[config.mk]
export PLATFORM = sky130hd
export DESIGN_NAME = fp_special_operand_nan_logic
export DESIGN_NICKNAME = d
export VERILOG_FILES = /design/src/hw/fp_special_pkg.sv /design/src/hw/fp_class_if.sv /design/src/hw/fp_special_operand_nan_logic.sv /design/src/hw/fp_operand_classifier.sv
export SDC_FILE = /design/constraint.sdc
export NUM_CORES = 1
export LEC_CHECK = 0
export CORE_MARGIN = 3
export CORE_UTILIZATION = 35
export CTS_BUF_LIST = sky130_fd_sc_hd__clkbuf_16
export CTS_CLUSTER_SIZE = 30
export DETAILED_ROUTE_END_ITERATION = 8
export DONT_BUFFER_PORTS = 1
export HOLD_SLACK_MARGIN = 0.08
export PLACE_DENSITY = 0.52
export SETUP_SLACK_MARGIN = 0.3
export SLEW_MARGIN = 40
export SYNTH_ARGS = -nofsm -noshare
export SYNTH_HDL_FRONTEND = slang
export SYNTH_SLANG_ARGS = --single-unit
[constraint.sdc]
create_clock -name pclk -period 8.8 [get_ports pclk]
set_clock_uncertainty 0.1 [all_clocks]
set_input_delay 1.76 -clock pclk [delete_from_list [all_inputs] [get_ports pclk]]
set_output_delay 1.76 -clock pclk [all_outputs]
set_load 0.02 [all_outputs]
[src/hw/fp_special_pkg.sv]
// Constants, field layout and types for the special-operand logic.
// Assumes IEEE single precision operands and a 32-bit APB register bus.
package fp_special_pkg;

    // ------------------------------------------------------------
    // Operand format
    // ------------------------------------------------------------
    localparam int SIGN_BIT = 31;
    localparam int EXP_MSB = 30;
    localparam int EXP_LSB = 23;
    localparam int FRAC_MSB = 22;
    localparam int SIG_W = 24;
    localparam logic [7:0] EXP_MAX = 8'hFF;
    localparam logic [31:0] QUIET_MASK = 32'h00400000;
    localparam logic [31:0] INDEFINITE = 32'hFFC00000;

    // ------------------------------------------------------------
    // Register offsets
    // ------------------------------------------------------------
    localparam logic [7:0] OFF_OPA = 8'h00;
    localparam logic [7:0] OFF_OPB = 8'h04;
    localparam logic [7:0] OFF_CTRL = 8'h08;
    localparam logic [7:0] OFF_RESULT = 8'h0C;
    localparam logic [7:0] OFF_FLAGS = 8'h10;
    localparam logic [7:0] OFF_STATUS = 8'h14;

    // ------------------------------------------------------------
    // Control fields
    // ------------------------------------------------------------
    localparam int CTRL_OP_LSB = 0;
    localparam int CTRL_VECTOR_BIT = 2;
    localparam int CTRL_IM_BIT = 4;
    localparam int CTRL_DM_BIT = 5;
    localparam int CTRL_UM_BIT = 6;
    localparam int CTRL_OM_BIT = 7;
    localparam int CTRL_SHIFT_LSB = 8;
    localparam int CTRL_GO_BIT = 31;
    localparam logic [31:0] CTRL_RESET = 32'h000000F0;

    // ------------------------------------------------------------
    // Flag, status and compare fields
    // ------------------------------------------------------------
    localparam int FLG_IE = 0;
    localparam int FLG_DE = 1;
    localparam int FLG_UE = 2;
    localparam int FLG_OE = 3;
    localparam int FLG_FAULT = 4;
    localparam int FLG_W = 5;
    localparam int ST_DONE_BIT = 0;
    localparam int ST_BUSY_BIT = 1;
    localparam int ST_CLS_A_LSB = 8;
    localparam int ST_CLS_B_LSB = 12;
    localparam int CMP_LT = 0;
    localparam int CMP_EQ = 1;
    localparam int CMP_GT = 2;
    localparam int CMP_UN = 3;

    localparam logic [2:0] CLS_ZERO = 3'h0;
    localparam logic [2:0] CLS_NORMAL = 3'h1;
    localparam logic [2:0] CLS_DENORMAL = 3'h2;
    localparam logic [2:0] CLS_INF = 3'h3;
    localparam logic [2:0] CLS_QNAN = 3'h4;
    localparam logic [2:0] CLS_SNAN = 3'h5;

    typedef enum logic [1:0] {OP_SCALE, OP_COMPARE, OP_MAX, OP_INF_SUM} op_type;
    typedef enum logic {ST_IDLE, ST_EXEC} state_type;

endpackage : fp_special_pkg

[src/hw/fp_class_if.sv]
// Carrier between the operand classifier and the main logic.
// Assumes one instance per operand.
`timescale 1ns/10ps
interface fp_class_if;
    logic [31:0] value;
    logic is_zero;
    logic is_denormal;
    logic is_inf;
    logic is_nan;
    logic is_qnan;
    logic is_snan;
    logic [2:0] cls;
    logic [31:0] quieted;

    modport classifier (input value, output is_zero, is_denormal, is_inf,
        is_nan, is_qnan, is_snan, cls, quieted);
    modport user (output value, input is_zero, is_denormal, is_inf,
        is_nan, is_qnan, is_snan, cls, quieted);
endinterface : fp_class_if

[src/hw/fp_special_operand_nan_logic.sv]
// Special operand, NaN result and exception flag logic, APB register front.
// Assumes an APB master on pclk; operations run one at a time.
//
// Decided for this implementation: the APB slave port and the register addresses.
`timescale 1ns/10ps

// Overview of operation
// - Fully shifted-out tiny result becomes zero
// - Normalize results whenever the exponent allows
// - Denormal result raises underflow
// - Denormal source operand raises denormal flag
// - Infinity: zero fraction, exponent all ones
// - Compare infinities affinely, sign observed
// - Infinity arithmetic exact; invalid only flags
// - Exponent past maximum gives infinity
// - Max exponent, nonzero fraction is NaN
// - Top fraction bit: quiet one, signaling zero
// - Quiet NaN passes without exception
// - Signaling NaN operand raises invalid
// - Never output a signaling NaN
// - Unmasked invalid on SNaN: destination untouched
// - Quieting sets top fraction bit only
// - Masked SNaN sets invalid, delivers NaN
// - Invalid without NaN gives indefinite
// - SNaN plus QNaN: stack QNaN, vector first
// - Two SNaNs: stack larger, vector first; quieted
// - Two QNaNs: stack larger, vector first
// - NaN with number returns quieted NaN
// - Single operand NaN returned quieted
// - Zero exponent, nonzero fraction is denormal
// - Masked: default result; unmasked: fault
// - One reserved quiet NaN as indefinite
module fp_special_operand_nan_logic (
    input wire logic pclk,
    input wire logic presetn,
    input wire logic psel,
    input wire logic penable,
    input wire logic pwrite,
    input wire logic [7:0] paddr,
    input wire logic [31:0] pwdata,
    output logic [31:0] prdata,
    output logic pready,
    output logic pslverr
);

    // ------------------------------------------------------------
    // Declarations
    // ------------------------------------------------------------
    logic [31:0] opa;
    logic [31:0] opb;
    logic [31:0] ctrl;
    logic [31:0] result;
    logic [fp_special_pkg::FLG_W-1:0] flags;
    logic done;
    fp_special_pkg::state_type state;
    logic setup;
    logic wr_access;
    logic go_write;
    logic [fp_special_pkg::FLG_W-1:0] clr;
    logic [fp_special_pkg::FLG_W-1:0] set;
    logic mapped;
    logic [31:0] read_word;
    fp_special_pkg::op_type op;
    logic vector_policy;
    logic [7:0] shift;
    logic [31:0] next_result;
    logic ev_ie;
    logic ev_de;
    logic ev_ue;
    logic ev_oe;
    logic unmasked_hit;
    logic [31:0] nan_pick;
    logic [31:0] cmp_word;
    logic a_less;
    logic a_equal;
    logic [31:0] scaled;
    logic scale_tiny;
    logic scale_huge;
    fp_class_if cls_a ();
    fp_class_if cls_b ();
    assign cls_a.value = opa;
    assign cls_b.value = opb;
    fp_operand_classifier classify_a (.port(cls_a.classifier));
    fp_operand_classifier classify_b (.port(cls_b.classifier));

    // ------------------------------------------------------------
    // Helpers
    // ------------------------------------------------------------
    function automatic logic [4:0] lead_zeros(input logic [23:0] s);
        logic [4:0] n;
        n = 5'(fp_special_pkg::SIG_W);
        for (int i = 0; i < fp_special_pkg::SIG_W; i++) begin
            if (s[i]) begin
                n = 5'(fp_special_pkg::SIG_W - 1 - i);
            end
        end
        return n;
    endfunction : lead_zeros

    // Monotonic key: both zeros equal, negatives below positives
    function automatic logic [31:0] order_key(input logic [31:0] x);
        if (x[30:0] == 31'h00000000) begin
            return 32'h80000000;
        end else if (x[fp_special_pkg::SIGN_BIT]) begin
            return ~x;
        end else begin
            return x | 32'h80000000;
        end
    endfunction : order_key

    // ------------------------------------------------------------
    // Bus decode
    // ------------------------------------------------------------
    assign setup = psel && !penable;
    assign wr_access = psel && penable && pready && pwrite;
    assign go_write = wr_access && (paddr == fp_special_pkg::OFF_CTRL)
        && pwdata[fp_special_pkg::CTRL_GO_BIT];
    assign op = fp_special_pkg::op_type'(ctrl[fp_special_pkg::CTRL_OP_LSB +: 2]);
    assign vector_policy = ctrl[fp_special_pkg::CTRL_VECTOR_BIT];
    assign shift = ctrl[fp_special_pkg::CTRL_SHIFT_LSB +: 8];
    always_comb begin
        mapped = 1'b1;
        read_word = 32'h00000000;
        if (paddr == fp_special_pkg::OFF_OPA) begin
            read_word = opa;
        end else if (paddr == fp_special_pkg::OFF_OPB) begin
            read_word = opb;
        end else if (paddr == fp_special_pkg::OFF_CTRL) begin
            read_word = ctrl;
        end else if (paddr == fp_special_pkg::OFF_RESULT) begin
            read_word = result;
        end else if (paddr == fp_special_pkg::OFF_FLAGS) begin
            read_word = {27'h0000000, flags};
        end else if (paddr == fp_special_pkg::OFF_STATUS) begin
            read_word[fp_special_pkg::ST_DONE_BIT] = done;
            read_word[fp_special_pkg::ST_BUSY_BIT] = (state == fp_special_pkg::ST_EXEC);
            read_word[fp_special_pkg::ST_CLS_A_LSB +: 3] = cls_a.cls;
            read_word[fp_special_pkg::ST_CLS_B_LSB +: 3] = cls_b.cls;
        end else begin
            mapped = 1'b0;
        end
    end
    // Answer registered in setup, shown through the access phase
    always_ff @(posedge pclk or negedge presetn) begin
        if (!presetn) begin
            pready <= 1'b0;
            prdata <= 32'h00000000;
            pslverr <= 1'b0;
        end else begin
            pready <= setup;
            prdata <= (setup && !pwrite) ? read_word : 32'h00000000;
            pslverr <= setup && !mapped;
        end
    end

    // ------------------------------------------------------------
    // Software registers
    // ------------------------------------------------------------
    always_ff @(posedge pclk or negedge presetn) begin
        if (!presetn) begin
            opa <= 32'h00000000;
            opb <= 32'h00000000;
            ctrl <= fp_special_pkg::CTRL_RESET;
        end else if (wr_access) begin
            if (paddr == fp_special_pkg::OFF_OPA) begin
                opa <= pwdata;
            end else if (paddr == fp_special_pkg::OFF_OPB) begin
                opb <= pwdata;
            end else if (paddr == fp_special_pkg::OFF_CTRL) begin
                ctrl <= pwdata & ~(32'h00000001 << fp_special_pkg::CTRL_GO_BIT);
            end
        end
    end

    // ------------------------------------------------------------
    // Scaling path
    // ------------------------------------------------------------
    always_comb begin
        logic [23:0] sig;
        logic [23:0] sig_n;
        logic [23:0] den;
        logic [4:0] lz;
        logic [10:0] e_eff;
        logic signed [10:0] e_new;
        logic signed [10:0] amt;
        sig = {opa[fp_special_pkg::EXP_MSB:fp_special_pkg::EXP_LSB] != 8'h00,
            opa[fp_special_pkg::FRAC_MSB:0]};
        e_eff = (opa[fp_special_pkg::EXP_MSB:fp_special_pkg::EXP_LSB] == 8'h00)
            ? 11'h001 : {3'h0, opa[fp_special_pkg::EXP_MSB:fp_special_pkg::EXP_LSB]};
        // Leading zeros removed first so a denormal input renormalizes
        lz = lead_zeros(sig);
        sig_n = sig << lz;
        e_new = $signed(e_eff) - $signed({6'h00, lz}) + $signed({{3{shift[7]}}, shift});
        amt = 11'sh001 - e_new;
        den = 24'h000000;
        scale_tiny = 1'b0;
        scale_huge = 1'b0;
        if (e_new >= $signed({3'h0, fp_special_pkg::EXP_MAX})) begin
            scaled = {opa[fp_special_pkg::SIGN_BIT], fp_special_pkg::EXP_MAX, 23'h000000};
            scale_huge = 1'b1;
        end else if (e_new >= 11'sh001) begin
            scaled = {opa[fp_special_pkg::SIGN_BIT], e_new[7:0], sig_n[22:0]};
        end else begin
            if (amt >= 11'sd24) begin
                den = 24'h000000;
            end else begin
                den = sig_n >> amt[4:0];
            end
            scaled = {opa[fp_special_pkg::SIGN_BIT], 8'h00, den[22:0]};
            scale_tiny = 1'b1;
        end
    end

    // ------------------------------------------------------------
    // NaN result choice and affine compare
    // ------------------------------------------------------------
    always_comb begin
        if (cls_a.is_nan && cls_b.is_nan) begin
            if (vector_policy) begin
                nan_pick = cls_a.quieted;
            end else if (cls_a.is_snan != cls_b.is_snan) begin
                nan_pick = cls_a.is_qnan ? opa : opb;
            end else if (opb[fp_special_pkg::FRAC_MSB:0] > opa[fp_special_pkg::FRAC_MSB:0]) begin
                nan_pick = cls_b.quieted;
            end else begin
                nan_pick = cls_a.quieted;
            end
        end else if (cls_a.is_nan) begin
            nan_pick = cls_a.quieted;
        end else begin
            nan_pick = cls_b.quieted;
        end
    end
    assign a_less = order_key(opa) < order_key(opb);
    assign a_equal = order_key(opa) == order_key(opb);
    always_comb begin
        cmp_word = 32'h00000000;
        if (cls_a.is_nan || cls_b.is_nan) begin
            cmp_word[fp_special_pkg::CMP_UN] = 1'b1;
        end else if (a_equal) begin
            cmp_word[fp_special_pkg::CMP_EQ] = 1'b1;
        end else if (a_less) begin
            cmp_word[fp_special_pkg::CMP_LT] = 1'b1;
        end else begin
            cmp_word[fp_special_pkg::CMP_GT] = 1'b1;
        end
    end

    // ------------------------------------------------------------
    // Operation result and events
    // ------------------------------------------------------------
    always_comb begin
        next_result = result;
        ev_ie = 1'b0;
        ev_de = cls_a.is_denormal;
        ev_ue = 1'b0;
        ev_oe = 1'b0;
        case (op)
            fp_special_pkg::OP_SCALE: begin
                if (cls_a.is_nan) begin
                    next_result = cls_a.quieted;
                    ev_ie = cls_a.is_snan;
                end else if (cls_a.is_inf || cls_a.is_zero) begin
                    next_result = opa;
                end else begin
                    next_result = scaled;
                    ev_ue = scale_tiny;
                    ev_oe = scale_huge;
                end
            end
            fp_special_pkg::OP_COMPARE: begin
                ev_de = cls_a.is_denormal || cls_b.is_denormal;
                ev_ie = cls_a.is_snan || cls_b.is_snan;
                next_result = cmp_word;
            end
            fp_special_pkg::OP_MAX: begin
                ev_de = cls_a.is_denormal || cls_b.is_denormal;
                ev_ie = cls_a.is_snan || cls_b.is_snan;
                if (cls_a.is_nan || cls_b.is_nan) begin
                    next_result = nan_pick;
                end else begin
                    next_result = a_less ? opb : opa;
                end
            end
            default: begin
                ev_de = cls_a.is_denormal || cls_b.is_denormal;
                ev_ie = cls_a.is_snan || cls_b.is_snan;
                if (cls_a.is_nan || cls_b.is_nan) begin
                    next_result = nan_pick;
                end else if (cls_a.is_inf && cls_b.is_inf
                        && (opa[fp_special_pkg::SIGN_BIT] != opb[fp_special_pkg::SIGN_BIT])) begin
                    next_result = fp_special_pkg::INDEFINITE;
                    ev_ie = 1'b1;
                end else if (cls_a.is_inf) begin
                    next_result = opa;
                end else if (cls_b.is_inf) begin
                    next_result = opb;
                end else begin
                    next_result = opa;
                end
            end
        endcase
    end
    // Any unmasked event blocks the write and raises the fault bit
    assign unmasked_hit = (ev_ie && !ctrl[fp_special_pkg::CTRL_IM_BIT])
        || (ev_de && !ctrl[fp_special_pkg::CTRL_DM_BIT])
        || (ev_ue && !ctrl[fp_special_pkg::CTRL_UM_BIT])
        || (ev_oe && !ctrl[fp_special_pkg::CTRL_OM_BIT]);

    // ------------------------------------------------------------
    // Sequencer, result and sticky flags
    // ------------------------------------------------------------
    always_ff @(posedge pclk or negedge presetn) begin
        if (!presetn) begin
            state <= fp_special_pkg::ST_IDLE;
        end else begin
            case (state)
                fp_special_pkg::ST_IDLE: begin
                    if (go_write) begin
                        state <= fp_special_pkg::ST_EXEC;
                    end
                end
                default: begin
                    state <= fp_special_pkg::ST_IDLE;
                end
            endcase
        end
    end
    always_ff @(posedge pclk or negedge presetn) begin
        if (!presetn) begin
            result <= 32'h00000000;
        end else if (state == fp_special_pkg::ST_EXEC && !unmasked_hit) begin
            result <= next_result;
        end
    end
    always_comb begin
        set = '0;
        if (state == fp_special_pkg::ST_EXEC) begin
            set[fp_special_pkg::FLG_IE] = ev_ie;
            set[fp_special_pkg::FLG_DE] = ev_de;
            set[fp_special_pkg::FLG_UE] = ev_ue;
            set[fp_special_pkg::FLG_OE] = ev_oe;
            set[fp_special_pkg::FLG_FAULT] = unmasked_hit;
        end
        clr = '0;
        if (wr_access && paddr == fp_special_pkg::OFF_FLAGS) begin
            clr = pwdata[fp_special_pkg::FLG_W-1:0];
        end
    end
    // Set wins over a clear in the same cycle
    always_ff @(posedge pclk or negedge presetn) begin
        if (!presetn) begin
            flags <= '0;
        end else begin
            flags <= (flags & ~clr) | set;
        end
    end
    always_ff @(posedge pclk or negedge presetn) begin
        if (!presetn) begin
            done <= 1'b0;
        end else if (state == fp_special_pkg::ST_EXEC) begin
            done <= 1'b1;
        end else if (go_write) begin
            done <= 1'b0;
        end
    end
endmodule : fp_special_operand_nan_logic

[src/hw/fp_operand_classifier.sv]
// Purely combinational class decode of one single precision operand.
// Assumes the value is held stable by the owner of the interface.
`timescale 1ns/10ps
module fp_operand_classifier (
    fp_class_if.classifier port
);
    logic [7:0] expo;
    logic [22:0] frac;
    logic exp_max;
    logic frac_zero;

    assign expo = port.value[fp_special_pkg::EXP_MSB:fp_special_pkg::EXP_LSB];
    assign frac = port.value[fp_special_pkg::FRAC_MSB:0];
    assign exp_max = (expo == fp_special_pkg::EXP_MAX);
    assign frac_zero = (frac == 23'h000000);

    assign port.is_zero = (expo == 8'h00) && frac_zero;
    assign port.is_denormal = (expo == 8'h00) && !frac_zero;
    assign port.is_inf = exp_max && frac_zero;
    assign port.is_nan = exp_max && !frac_zero;
    assign port.is_qnan = port.is_nan && frac[fp_special_pkg::FRAC_MSB];
    assign port.is_snan = port.is_nan && !frac[fp_special_pkg::FRAC_MSB];

    // Top fraction bit forced, all else kept
    assign port.quieted = port.value | fp_special_pkg::QUIET_MASK;

    always_comb begin
        if (port.is_zero) begin
            port.cls = fp_special_pkg::CLS_ZERO;
        end else if (port.is_denormal) begin
            port.cls = fp_special_pkg::CLS_DENORMAL;
        end else if (port.is_inf) begin
            port.cls = fp_special_pkg::CLS_INF;
        end else if (port.is_qnan) begin
            port.cls = fp_special_pkg::CLS_QNAN;
        end else if (port.is_snan) begin
            port.cls = fp_special_pkg::CLS_SNAN;
        end else begin
            port.cls = fp_special_pkg::CLS_NORMAL;
        end
    end

endmodule : fp_operand_classifier

---- After elaboration in Yosys (flattened, before gate mapping) ----
Cells that the tools add are included.
operators by class
  $add $sub $neg .......................... 3
  order comparisons ....................... 5
  eq/ne operators ......................... 12
  shifts and indexed selects .............. 2
  multiplexer cells ....................... 102
  bitwise logic cells ..................... 7
  reduce and logical (&&, ||, !) cells .... 62
operator list
  operator                                                             number
  two-way mux 32 bit                                                   21
  two-way mux 5 bit                                                    25
  two-way mux 31 bit                                                   4
  one-hot mux 32 bit (3 select lines)                                  1
  inverter 32 bit                                                      2
  logical NOT 31 bit                                                   2
  two-way mux 3 bit                                                    16
  logical NOT 23 bit                                                   2
  equality test 32 bit                                                 1
  less-than comparator 32 bit                                          1
  logical AND 1 bit                                                    29
  two-way mux 1 bit                                                    29
  logical NOT 8 bit                                                    3
  << shifter 24 x 5 -> 24 bit                                          1
  right shift 24 x 5 -> 23 bit                                         1
  > comparator 23 bit                                                  1
  two-way mux 23 bit                                                   1
  equality test 8 x 4 -> 1 bit (second input constant)                 2
  equality test 8 x 5 -> 1 bit (second input constant)                 2
  equality test 8 bit (second input constant)                          2
  logical NOT 1 bit                                                    12
  greater-or-equal comparator 11 x 6 -> 1 bit (second input constant)  1
  subtractor 2 x 10 -> 11 bit (first input constant)                   1
  adder 9 x 8 -> 10 bit                                                1
  other kinds (23)                                                     32
word-level totals
  register bits after elaboration ......... 168
  input port bits ......................... 45
  output and inout port bits .............. 34

---- Logic depth before layout (Yosys ltp) ----
Gate-level depths: netlist of run 1.
  depth after elaboration ................. 37
  depth in mapped cells ................... 32
  gate-level depth less buffers ........... 24

---- Hierarchy ----
A second synthesis of run 1 with hierarchy kept.
unflattened totals
  cell total of the unflattened synthesis .. 2,433
  area, all modules ....................... 18,725.5 µm²
by module, submodules not included
  module                        instances  cells an instance  area each (µm²)  seq. area each (µm²)
  fp_special_operand_nan_logic  1          2,317              17,939.7         4,209.0
  fp_operand_classifier         2          58                 392.9            0.0

---- Least setup slack after synthesis of run 1 ----
OpenSTA, ideal clock, no wires.
  path kind ............................... register to register
  from .................................... register opa[23] (netlist: cls_a.value[23])
  to ...................................... register result[30]
  library setup time ...................... 0.136 ns
  data arrival time ....................... 6.068 ns
  path slack .............................. 2.495 ns
  stages on the path, launching flop included .. 31
  path buffers ............................ 9
  cells stage by stage .................... dfrtp_1 -> clkbuf_1 -> nor4_4 -> and2_0 -> buf_2 -> buf_4 -> nand2_2 -> nor2_2 -> buf_4 -> buf_2 -> nor2_1 -> ha_1 -> nor2_1 -> o21bai_1 -> a21oi_1 -> o21ai_0 -> xnor2_1 -> ha_1 -> clkbuf_1 -> or4_1 -> o21ai_0 -> a21oi_1 -> xnor2_1 -> nand2_1 -> o41a_1 -> clkbuf_1 -> o22a_1 -> o2111ai_1 -> clkbuf_1 -> buf_1 -> o21ai_0
on the way
  cells in the longest elaborated chain, start to end .. 15
RTL lines
  item                                                     line                                                                     RTL
  start: declaration                                       fp_special_operand_nan_logic.sv:49                                       logic [31:0] opa;
  start signal: assignment                                 fp_special_operand_nan_logic.sv:166                                      opa <= pwdata;
  logical NOT 8 bit or nonzero test 8 bit (tied branches)  -
  two-way mux 8 bit or two-way mux 5 bit (tied branches)   fp_special_operand_nan_logic.sv:189, fp_special_operand_nan_logic.sv:93
  subtractor 8 x 5 -> 9 bit                                fp_special_operand_nan_logic.sv:193                                      e_new = $signed(e_eff) - $signed({6'h00, lz}) + $signed({{3{shift[7]}}, shift});
  adder 9 x 8 -> 10 bit                                    fp_special_operand_nan_logic.sv:193
  greater-or-equal comparator 10 x 2 -> 1 bit              fp_special_operand_nan_logic.sv:201                                      end else if (e_new >= 11'sh001) begin
  two-way mux 1 bit                                        fp_special_operand_nan_logic.sv:201
  two-way mux 1 bit                                        fp_special_operand_nan_logic.sv:198                                      if (e_new >= $signed({3'h0, fp_special_pkg::EXP_MAX})) begin
  two-way mux 1 bit                                        fp_special_operand_nan_logic.sv:263                                      end else if (cls_a.is_inf || cls_a.is_zero) begin
  two-way mux 1 bit                                        fp_special_operand_nan_logic.sv:260                                      if (cls_a.is_nan) begin
  two-way mux 1 bit                                        fp_special_operand_nan_logic.sv:258                                      case (op)
  logical AND 1 bit                                        fp_special_operand_nan_logic.sv:307                                      || (ev_ue && !ctrl[fp_special_pkg::CTRL_UM_BIT])
  logical OR 1 bit                                         fp_special_operand_nan_logic.sv:307
  logical OR 1 bit                                         fp_special_operand_nan_logic.sv:308                                      || (ev_oe && !ctrl[fp_special_pkg::CTRL_OM_BIT]);
  logical NOT 1 bit                                        fp_special_operand_nan_logic.sv:332                                      end else if (state == fp_special_pkg::ST_EXEC && !unmasked_hit) begin
  logical AND 1 bit                                        fp_special_operand_nan_logic.sv:332
  end signal: assignment                                   fp_special_operand_nan_logic.sv:333                                      result <= next_result;
  end: declaration                                         fp_special_operand_nan_logic.sv:52                                       logic [31:0] result;
Parallel ways exist; a longest one is shown, timed or not.
A chain may end at the register's enable or synchronous reset.

---- Worst setup path in the final report of run 1 ----
  from .................................... register opa[16] (netlist: cls_a.value[16])
  to ...................................... register result[2]
on the way
  cells in the longest elaborated chain, start to end .. 21
RTL lines
  item
  parallel branches: the longest is 21 deep, another holds subtractor 2 x 10 -> 11 bit
Several ways; the timed one is not identified.

==> flow_metrics.env, run 1 <==
export IMPL_status="completed"
export IMPL_vias=17370
export IMPL_cts_sinks=168
export IMPL_leakage_nw=7.281
export IMPL_drc_errors=0
export IMPL_drv_slew=0
export IMPL_pre_cts_slack_ns=1.394
export IMPL_rsz0062_at_grt="false"
export IMPL_placementRows=78
export IMPL_fin_tns_setup_ns=0
export IMPL_cts_tree="yes"
export IMPL_grt_util_met3=0.06408
export IMPL_critical_path_required_ns=9.08
export IMPL_track_usage=0.3234
export IMPL_h_tree_depth=4
export IMPL_ys_warn_count=0
export IMPL_ir_drop_uv=161.6
export IMPL_synth_main_ff_cell="dfrtp_1"
export IMPL_synth_area_leaders="dfrtp_1 25%, mux2_2 7.5%, ha_1 5.6%"
export IMPL_period_needed_ns=7.570
export IMPL_grt_busiest_layer="met2"
export IMPL_seqCellArea_sq_um=4214
export IMPL_gp_congestion=1.029
export IMPL_synth_area_per_cell_sq_um=8.083
export IMPL_clock_path_buffers=2
export IMPL_cts_root_buf="clkbuf_16"
export IMPL_worst_setup_path_type="flip-flop to flip-flop"
export IMPL_ctsHoldBuffers=0
export IMPL_drt_vias_per_instance=6.831
export IMPL_overflow=0
export IMPL_nets=2047
export IMPL_final_cell_mix="201 x nand2_1, 198 x nor2_1, 162 x dfrtp_1"
export IMPL_synth_edf_count=0
export IMPL_dpl_hpwl_mm=60.60
export IMPL_fmax_ghz=0.1321
export IMPL_drtIter0Drc=2519
export IMPL_setup_worst_path_start_class="flip-flop"
export IMPL_routedWlPerCell_um=32.17
export IMPL_first_global_vias=16380
export IMPL_area_delta_synth_final_pct=8.010
export IMPL_n_fill_cell=4745
export IMPL_antennaDiodeCount=0
export IMPL_die_x_um=220.8
export IMPL_coreArea_sq_um=45480
export IMPL_ys_ff_latch=168
export IMPL_numCtsBuffers=17
export IMPL_final_layout_size_suffix_gt1_frac=0.1452
export IMPL_multi_input_area_sq_um=11150
export IMPL_ys_seq_area_frac=0.2606
export IMPL_portBuffers=0
export IMPL_io_pins=79
export IMPL_ys_types=98
export IMPL_cp_arrival_ns=7.85
export IMPL_min_period_over_period=0.8603
export IMPL_end_kind="flip-flop"
export IMPL_use_met1=0.4467
export IMPL_path_clk_slew_ns=0.09
export IMPL_dr_pass1_iters=9
export IMPL_critPathMaxFanout=20
export IMPL_hold_violations=0
export IMPL_cts_resized=0
export IMPL_maxCapViolCount=0
export IMPL_post_cts_setup_buffers=0
export IMPL_grt_start_max_net_pins=169
export IMPL_use_met2=0.4849
export IMPL_setup_viol=0
export IMPL_power_density_nw_per_um2=113.3
export IMPL_grt_antenna_before_repair=1
export IMPL_clk_latency_ns=0.49
export IMPL_grt_pass1_wl_mm=118.1
export IMPL_synth_cell_area_sq_um=16150
export IMPL_dpl_cell_area_sq_um=16850
export IMPL_stdcell_count=2542
export IMPL_final_cell_area_sq_um=17440
export IMPL_worstMarginPinSlew_ns=0.8696
export IMPL_ant_nets=0
export IMPL_yosysTopAreaCell="dfrtp_1"
export IMPL_place_inst=2510
export IMPL_start_util=0.3551
export IMPL_layout_setup_ws_ns=1.230
export IMPL_slew_headroom=0.4149
export IMPL_async_reset_ff_frac=1.000
export IMPL_die_area_sq_um=48760
export IMPL_syn_num_nets=2116
export IMPL_hold_path_class="flip-flop to flip-flop"
export IMPL_yosysTopAreaCellShare=0.2541
export IMPL_wl_mm=81.76
export IMPL_die_h_um=220.8
export IMPL_layout_commonest_cell="nand2_1"
export IMPL_finish_utilization=0.3836
export IMPL_syn_instance_count=1998
synth_stat cells, types with 40 or more instances:
master / n
nor2_1: 198
nand3_1: 49
o21ai_0: 115
nand2_1: 202
inv_1: 50
a221oi_1: 40
nor3_1: 41
xnor2_1: 42
dfrtp_1: 164
mux2i_1: 58
ha_1: 72
a21oi_1: 130
clkbuf_1: 110
mux2_2: 108
sequential cells by signal, summed over array words and instances, names as in the netlist:
register,cells
cls_a.value,32
cls_b.value,32
ctrl,31
done,1
flags,5
prdata,32
pready,1
pslverr,1
result,32
state,1
worst max-delay path, cell delays in order (launching register included):
cell	delay, ns
dfrtp_1	0.65
nor4_1	0.86
nand3_1	0.24
a31oi_1	0.42
nor2_2	0.16
nor2_1	0.13
ha_1	0.16
nor2_1	0.06
o21bai_1	0.14
a21oi_1	0.11
o21ai_0	0.33
xnor2_1	0.11
ha_1	0.32
or4_1	0.54
o21ai_0	0.10
a21oi_1	0.08
xnor2_1	0.33
nand2_1	0.18
o41a_1	0.44
buf_4	0.21
o22a_1	0.24
o2111ai_4	0.54
buf_4	0.34
nand3b_1	0.18
or3_1	0.13
a211oi_1	0.05
a221o_1	0.30
power breakdown:
| group | total [mW] | internal [mW] | switching, mW | leakage, nW |
|---|---|---|---|---|
| Combinational | 0.428 | 0.126 | 0.301 | 4.69 |
| Clock | 0.768 | 0.379 | 0.389 | 0.284 |
| Sequential | 0.780 | 0.774 | 0.00596 | 2.31 |
| Total | 1.98 | 1.28 | 0.696 | 7.28 |
metal layers:
layer  vias up  share of wire
met2      1115           0.43
met3       228          0.090
met4         2          0.058
li1       7386              -
met1      8634           0.42
met5         -        0.00016
metrics by stage:
| step | hold slack [ns] | power, mW |
|---|---|---|
| 2_1_floorplan | 0.3441 | 1.074 |
| 3_3_place_gp | 0.3706 | 1.208 |
| 3_5_place_dp | 0.3776 | 1.202 |
| 4_1_cts | 0.3987 | 1.966 |
| 5_1_grt | 0.4184 | 2.037 |
| 6_report | 0.3944 | 1.976 |
path summary, 6_finish.rpt:
path                                                  start                      to  slack [ns]  cells after the start
worst max-delay path            cls_a.value[16]$_DFFE_PN0P_   result[2]$_DFFE_PN0P_        1.23                     26
worst min-delay path                 result[28]$_DFFE_PN0P_  result[28]$_DFFE_PN0P_        0.39                      2
min in group asynchronous                           presetn  result[16]$_DFFE_PN0P_        0.88                      0
worst max register to register  cls_a.value[16]$_DFFE_PN0P_   result[2]$_DFFE_PN0P_        1.23                     26
max in group asynchronous                           presetn  result[27]$_DFFE_PN0P_        7.38                      0
worst min register to register       result[28]$_DFFE_PN0P_  result[28]$_DFFE_PN0P_        0.39                      2
final cells by class:
cell class	count	share of cell area
Tap cell	600	0.04304
Multi-Input combinational cell	1616	0.6391
Clock buffer	17	0.02439
Timing Repair Buffer	74	0.03185
Sequential cell	168	0.2416
Inverter	52	0.01119
Clock inverter	15	0.008822
cell families after synthesis:
kind of cell / share of synthesized area
other: 0.0002322
AND/OR/NAND/NOR: 0.1862
buffers and inverters: 0.05377
flip-flops: 0.2606
multiplexers: 0.1182
XOR/XNOR: 0.04121
AO/OA/AOI/OAI: 0.2828
adder cells (fa/ha/maj): 0.05702
Note: power is estimated with default switching activity, not from simulation.
==> inputs of run 2 (changes only) <==
ABC_CLOCK_PERIOD_IN_PS = 9800   (was not set)
clock period = 9.8 ns   (was 8.8 ns; I/O delays follow)
==> run 2 against run 1 <==
Against the previous run:
- largest power group is now clock
- combinational power down 10%
- global-route usage down 0.99 points
- register-to-register slack better by 1.2 ns
- first-iteration DRC count down 15%
- core utilization down 0.11 points
- clock power down 7.2%
- clock-buffer cell count unchanged
- design area down 0.28%
==> flow_metrics.env, run 2 (synthesis results as in run 1) <==
export IMPL_hold_path_end="flags[1]$_DFF_PN0_"
export IMPL_reg2reg_depth=28
export IMPL_worstMarginPinSlew_ns=0.9206
export IMPL_multi_input_area_sq_um=11160
export IMPL_switchingPower_mw=0.6425
export IMPL_finish_utilization=0.3825
export IMPL_dpl_cell_area_sq_um=16770
export IMPL_hold_depth=2
export IMPL_ir_drop_uv=119.6
export IMPL_status="completed"
export IMPL_p_sw_frac=0.3573
export IMPL_period_needed_ns=7.367
export IMPL_dr_pass1_iters=6
export IMPL_drc_errors=0
export IMPL_first_global_vias=15810
export IMPL_vias=16970
export IMPL_internal_power_mw=1.156
export IMPL_cts_tree="yes"
export IMPL_ant_nets=0
export IMPL_placementRows=78
export IMPL_crit_buf_inv=4
export IMPL_rsz0062_at_grt="false"
export IMPL_ctsHoldBuffers=0
export IMPL_routedWlPerCell_um=31.36
export IMPL_io_pins=79
export IMPL_gp_congestion=1.006
export IMPL_drtIter0Drc=2140
export IMPL_portBuffers=0
export IMPL_r2r_end="result[2]$_DFFE_PN0P_"
export IMPL_p_comb_frac=0.213
export IMPL_fin_tns_setup_ns=0
export IMPL_clk_latency_ns=0.46
export IMPL_r2r_slack_ns=2.43
export IMPL_final_cell_mix="200 x nand2_1, 197 x nor2_1, 162 x dfrtp_1"
export IMPL_maxCapViolCount=0
export IMPL_worst_setup_path_type="flip-flop to flip-flop"
export IMPL_crit_family="simple AND/OR/NAND/NOR gates"
export IMPL_start_util=0.3551
export IMPL_die_h_um=220.8
export IMPL_setup_worst_path_start_class="flip-flop"
export IMPL_critPathMaxFanout=24
export IMPL_h_tree_depth=4
export IMPL_crit_top_cell="buf_4"
export IMPL_critical_path_required_ns=10.05
export IMPL_clockPowerShare=0.397
export IMPL_cts_resized=0
export IMPL_overflow=0
export IMPL_grt_pass1_wl_mm=115.2
export IMPL_pwr_share_seq=0.390
export IMPL_grt_start_max_net_pins=169
export IMPL_post_cts_setup_buffers=0
export IMPL_seqCellArea_sq_um=4214
export IMPL_end_kind="flip-flop"
export IMPL_grt_antenna_before_repair=0
export IMPL_drv_slew=0
export IMPL_path_clk_slew_ns=0.08
export IMPL_layout_commonest_cell="nand2_1"
export IMPL_r2r_start="cls_a.value[28]$_DFFE_PN0P_"
export IMPL_antennaDiodeCount=0
export IMPL_track_usage=0.3135
export IMPL_setup_viol=0
export IMPL_critPathLaunch="cls_a.value[28]$_DFFE_PN0P_"
export IMPL_nets=2034
export IMPL_cts_sinks=168
export IMPL_die_x_um=220.8
export IMPL_hold_path_class="flip-flop to flip-flop"
export IMPL_numCtsBuffers=17
export IMPL_n_fill_cell=4681
export IMPL_hold_violations=0
export IMPL_drt_vias_per_instance=6.712
export IMPL_slew_headroom=0.3863
export IMPL_clock_path_buffers=2
export IMPL_dpl_hpwl_mm=58.47
export IMPL_cts_root_buf="clkbuf_16"
export IMPL_die_area_sq_um=48760
export IMPL_leakage_nw=7.227
export IMPL_power_density_nw_per_um2=103.4
export IMPL_area_delta_synth_final_pct=7.708
export IMPL_coreArea_sq_um=45480
export IMPL_cp_arrival_ns=7.62
export IMPL_wl_mm=79.32
export IMPL_min_period_over_period=0.7518
export IMPL_worst_hold_startpoint="flags[1]$_DFF_PN0_"
export IMPL_critPathSlowestCell="nor4_2"
export IMPL_final_cell_area_sq_um=17400
export IMPL_fmax_ghz=0.1357
export IMPL_final_layout_size_suffix_gt1_frac=0.1415
export IMPL_max_stage_delay_ns=0.71
[run 2: cell count changes in the layout (fill, tap and decap cells not counted), sizes merged]
cell    previous run  this run
buf               74        61
clkinv             7         8
inv               59        58
[run 2: metrics by stage]
step / power (mW) / setup slack [ns] / std cells / hold slack (ns)
CTS: 1.792 / 2.536 / 2529 / 0.3911
floorplan: 0.9646 / 3.495 / 1998 / 0.3441
global route: 1.860 / 2.087 / 2529 / 0.4256
detailed placement: 1.081 / 2.571 / 2497 / 0.3763
global placement: 1.086 / 2.634 / 2497 / 0.3692
finish: 1.798 / 2.433 / 2529 / 0.3933
[run 2: tightest hold or removal path, cell delays in order, from the launching register on]
cell     delay, ns
dfrtp_1       0.36
nand2_1       0.05
o21ai_0       0.06
[run 2: layout make-up]
class | instances | share of cell area
Timing Repair Buffer | 61 | 0.02633
Tap cell | 600 | 0.04316
Inverter | 52 | 0.01122
Clock inverter | 15 | 0.01079
Sequential cell | 168 | 0.2423
Clock buffer | 17 | 0.02446
Multi-Input combinational cell | 1616 | 0.6418
[run 2: worst max path at each step]
stage,end,slack [ns],depth (start not counted)
6_report,result[2]$_DFFE_PN0P_,2.43,28
5_1_grt,result[6]$_DFFE_PN0P_,2.09,25
4_1_cts,result[2]$_DFFE_PN0P_,2.54,28
3_3_place_gp,result[2]$_DFFE_PN0P_,2.63,28
3_5_place_dp,result[2]$_DFFE_PN0P_,2.57,28
2_1_floorplan,result[30]$_DFFE_PN0P_,3.50,30
[run 2: per-layer routing]
layer  vias up  wire (um)  track usage  share of wire
li1       7360          -            -              -
met1      8461      34640       0.4430           0.44
met2       954      34490       0.4739           0.43
met3       199       5945      0.04617          0.075
met4         0       4245       0.1421          0.054
met5         -          0            0              0
[run 2: power by group through the flow]
stage                     clock network [mW]  registers (mW)  logic, mW
after CTS                              0.723           0.701      0.369
after floorplan                            0           0.711      0.253
after global routing                   0.758           0.701      0.402
final                                  0.713           0.701      0.384
after detailed placement                   0           0.715      0.367
after global placement                     0           0.714      0.371
==> inputs of run 3 (changes only) <==
ABC_CLOCK_PERIOD_IN_PS = 7150   (was 9800)
clock period = 7.15 ns   (was 9.8 ns; I/O delays follow)
==> run 3 against run 2 <==
Against the previous run:
- register-to-register slack worse by 1.7 ns
- combinational power up 42%
- core utilization increased by 0.83 points
- design area increased by 2.2%
- first-iteration DRC count grew 16%
- clock-buffer cell count stayed put
- critical path depth shrank 5
- sequential power increased by 37%
- power rose by 39%
- non-clock buffer count is 46 higher
- setup slack got worse by 1.7 ns
- critical endpoint is now result[15]$_DFFE_PN0P_
- largest cell class unchanged
==> flow_metrics.env, run 3 (synthesis results as in run 1) <==
export IMPL_status="completed"
export IMPL_routedWlPerCell_um=32.34
export IMPL_slew_headroom=0.3748
export IMPL_grt_start_max_net_pins=169
export IMPL_r2r_start="cls_a.value[23]$_DFFE_PN0P_"
export IMPL_cts_tree="yes"
export IMPL_placementRows=78
export IMPL_path_cells="nor4_4, and2_0, nand2_2, nor2_2, nor2_1, ha_1, nor2_1, o21bai_1, a21oi_1, o21ai_0, xnor2_1, ha_1, or4_1, o21ai_0, a21oi_1, xnor2_1, nand2_1, o41a_1, o22a_1, o2111ai_4, inv_1, and3_1, a221o_1"
export IMPL_nets=2080
export IMPL_leakage_nw=7.468
export IMPL_pwr_share_seq=0.385
export IMPL_grt_pass1_wl_mm=120.4
export IMPL_rsz0062_at_grt="false"
export IMPL_cts_sinks=168
export IMPL_gp_congestion=1.014
export IMPL_critPathMaxFanout=15
export IMPL_clk_latency_ns=0.46
export IMPL_path_clk_slew_ns=0.08
export IMPL_critPathSlowestCell="dfrtp_1"
export IMPL_worst_setup_path_type="flip-flop to flip-flop"
export IMPL_crit_buf_inv=1
export IMPL_drv_slew=0
export IMPL_worstMarginPinSlew_ns=0.9316
export IMPL_layout_commonest_cell="nand2_1"
export IMPL_ir_drop_uv=148.2
export IMPL_fin_tns_setup_ns=0
export IMPL_clockPowerShare=0.397
export IMPL_final_cell_mix="201 x nand2_1, 198 x nor2_1, 161 x dfrtp_1"
export IMPL_coreArea_sq_um=45480
export IMPL_drc_errors=0
export IMPL_switchingPower_mw=0.8973
export IMPL_internal_power_mw=1.599
export IMPL_first_global_vias=16540
export IMPL_clock_path_buffers=2
export IMPL_p_sw_frac=0.3595
export IMPL_seqCellArea_sq_um=4218
export IMPL_setup_worst_path_start_class="flip-flop"
export IMPL_end_kind="flip-flop"
export IMPL_power_density_nw_per_um2=140.5
export IMPL_max_stage_delay_ns=0.53
export IMPL_wl_mm=83.26
export IMPL_final_layout_size_suffix_gt1_frac=0.1630
export IMPL_n_fill_cell=4712
export IMPL_die_h_um=220.8
export IMPL_track_usage=0.3307
export IMPL_min_period_over_period=0.8993
export IMPL_grt_util_met3=0.06806
export IMPL_overflow=0
export IMPL_dpl_hpwl_mm=62.57
export IMPL_h_tree_depth=4
export IMPL_vias=17350
export IMPL_hold_violations=0
export IMPL_period_needed_ns=6.430
export IMPL_worst_hold_startpoint="flags[0]$_DFF_PN0_"
export IMPL_antennaDiodeCount=0
export IMPL_hold_path_class="flip-flop to flip-flop"
export IMPL_portBuffers=0
export IMPL_area_delta_synth_final_pct=10.03
export IMPL_drt_vias_per_instance=6.737
export IMPL_numCtsBuffers=17
export IMPL_grt_antenna_before_repair=1
export IMPL_critical_path_required_ns=7.40
export IMPL_ant_nets=0
export IMPL_maxCapViolCount=0
export IMPL_dr_pass1_iters=6
export IMPL_cp_arrival_ns=6.68
export IMPL_critPathLaunch="cls_a.value[23]$_DFFE_PN0P_"
export IMPL_use_met1=0.4503
export IMPL_grt_busiest_layer="met2"
export IMPL_use_met2=0.4964
export IMPL_setup_viol=0
export IMPL_die_area_sq_um=48760
export IMPL_cts_root_buf="clkbuf_16"
export IMPL_fin_hold_ws_ns=0.3830
export IMPL_p_comb_frac=0.218
export IMPL_fmax_ghz=0.1555
export IMPL_die_x_um=220.8
export IMPL_multi_input_area_sq_um=11180
export IMPL_crit_family="simple AND/OR/NAND/NOR gates"
export IMPL_io_pins=79
export IMPL_start_util=0.3551
export IMPL_drtIter0Drc=2479
[run 3: area by class of cell]
type	instances	area share
well taps	600	0.04224
flip-flops and latches	168	0.2373
multi-input cells	1616	0.6294
repair buffers	107	0.04520
inverters	52	0.01098
clock buffers	17	0.02394
clock inverters	15	0.01091
[run 3: worst paths after layout]
| kind | depth (start not counted) | endpoint | slack (ns) |
|---|---|---|---|
| hold reg to reg | 2 | flags[0]$_DFF_PN0_ | 0.38 |
| max in group asynchronous | 0 | result[31]$_DFFE_PN0P_ | 6.02 |
| setup reg to reg | 23 | result[15]$_DFFE_PN0P_ | 0.72 |
| hold / removal | 2 | flags[0]$_DFF_PN0_ | 0.38 |
| setup / recovery | 23 | result[15]$_DFFE_PN0P_ | 0.72 |
| min in group asynchronous | 0 | cls_b.value[4]$_DFFE_PN0P_ | 0.56 |
[run 3: power by group through the flow]
| stage | registers [mW] | clock network (mW) | logic, mW |
|---|---|---|---|
| 2_1_floorplan | 0.975 | 0 | 0.347 |
| 3_3_place_gp | 0.979 | 0 | 0.528 |
| 3_5_place_dp | 0.979 | 0 | 0.519 |
| 4_1_cts | 0.960 | 0.999 | 0.522 |
| 5_1_grt | 0.960 | 1.04 | 0.571 |
| 6_report | 0.960 | 0.991 | 0.545 |
[run 3: tightest hold or removal path: stages, from the launching register on]
cell	delay, ns
dfrtp_1	0.35
nand2_1	0.05
o21ai_0	0.05
[run 3: layer usage]
| layer | wire (um) | up-vias |
|---|---|---|
| li1 | - | 7453 |
| met1 | 34920 | 8553 |
| met2 | 35600 | 1106 |
| met3 | 7536 | 231 |
| met4 | 5173 | 4 |
| met5 | 31 | - |
[run 3: metrics by stage]
step | instance area, sq um | power [mW] | worst slack [ns] | util | std cells
final | 17770 | 2.496 | 0.7198 | 0.3908 | 2575
after floorplan | 16150 | 1.322 | 0.8453 | - | 1998
after CTS | 17730 | 2.480 | 0.4290 | 0.3900 | 2575
after global routing | 17770 | 2.568 | 0.3235 | 0.3908 | 2575
after detailed placement | 17120 | 1.498 | 0.4767 | 0.3763 | 2543
after global placement | 17070 | 1.507 | 0.4939 | 0.3753 | 2543
[run 3: timing repair]
item                       in CTS  in global routing
buffers inserted                0                  0
setup endpoints to repair       0                 24
resized for setup               0                  3
hold buffers                    0                  0
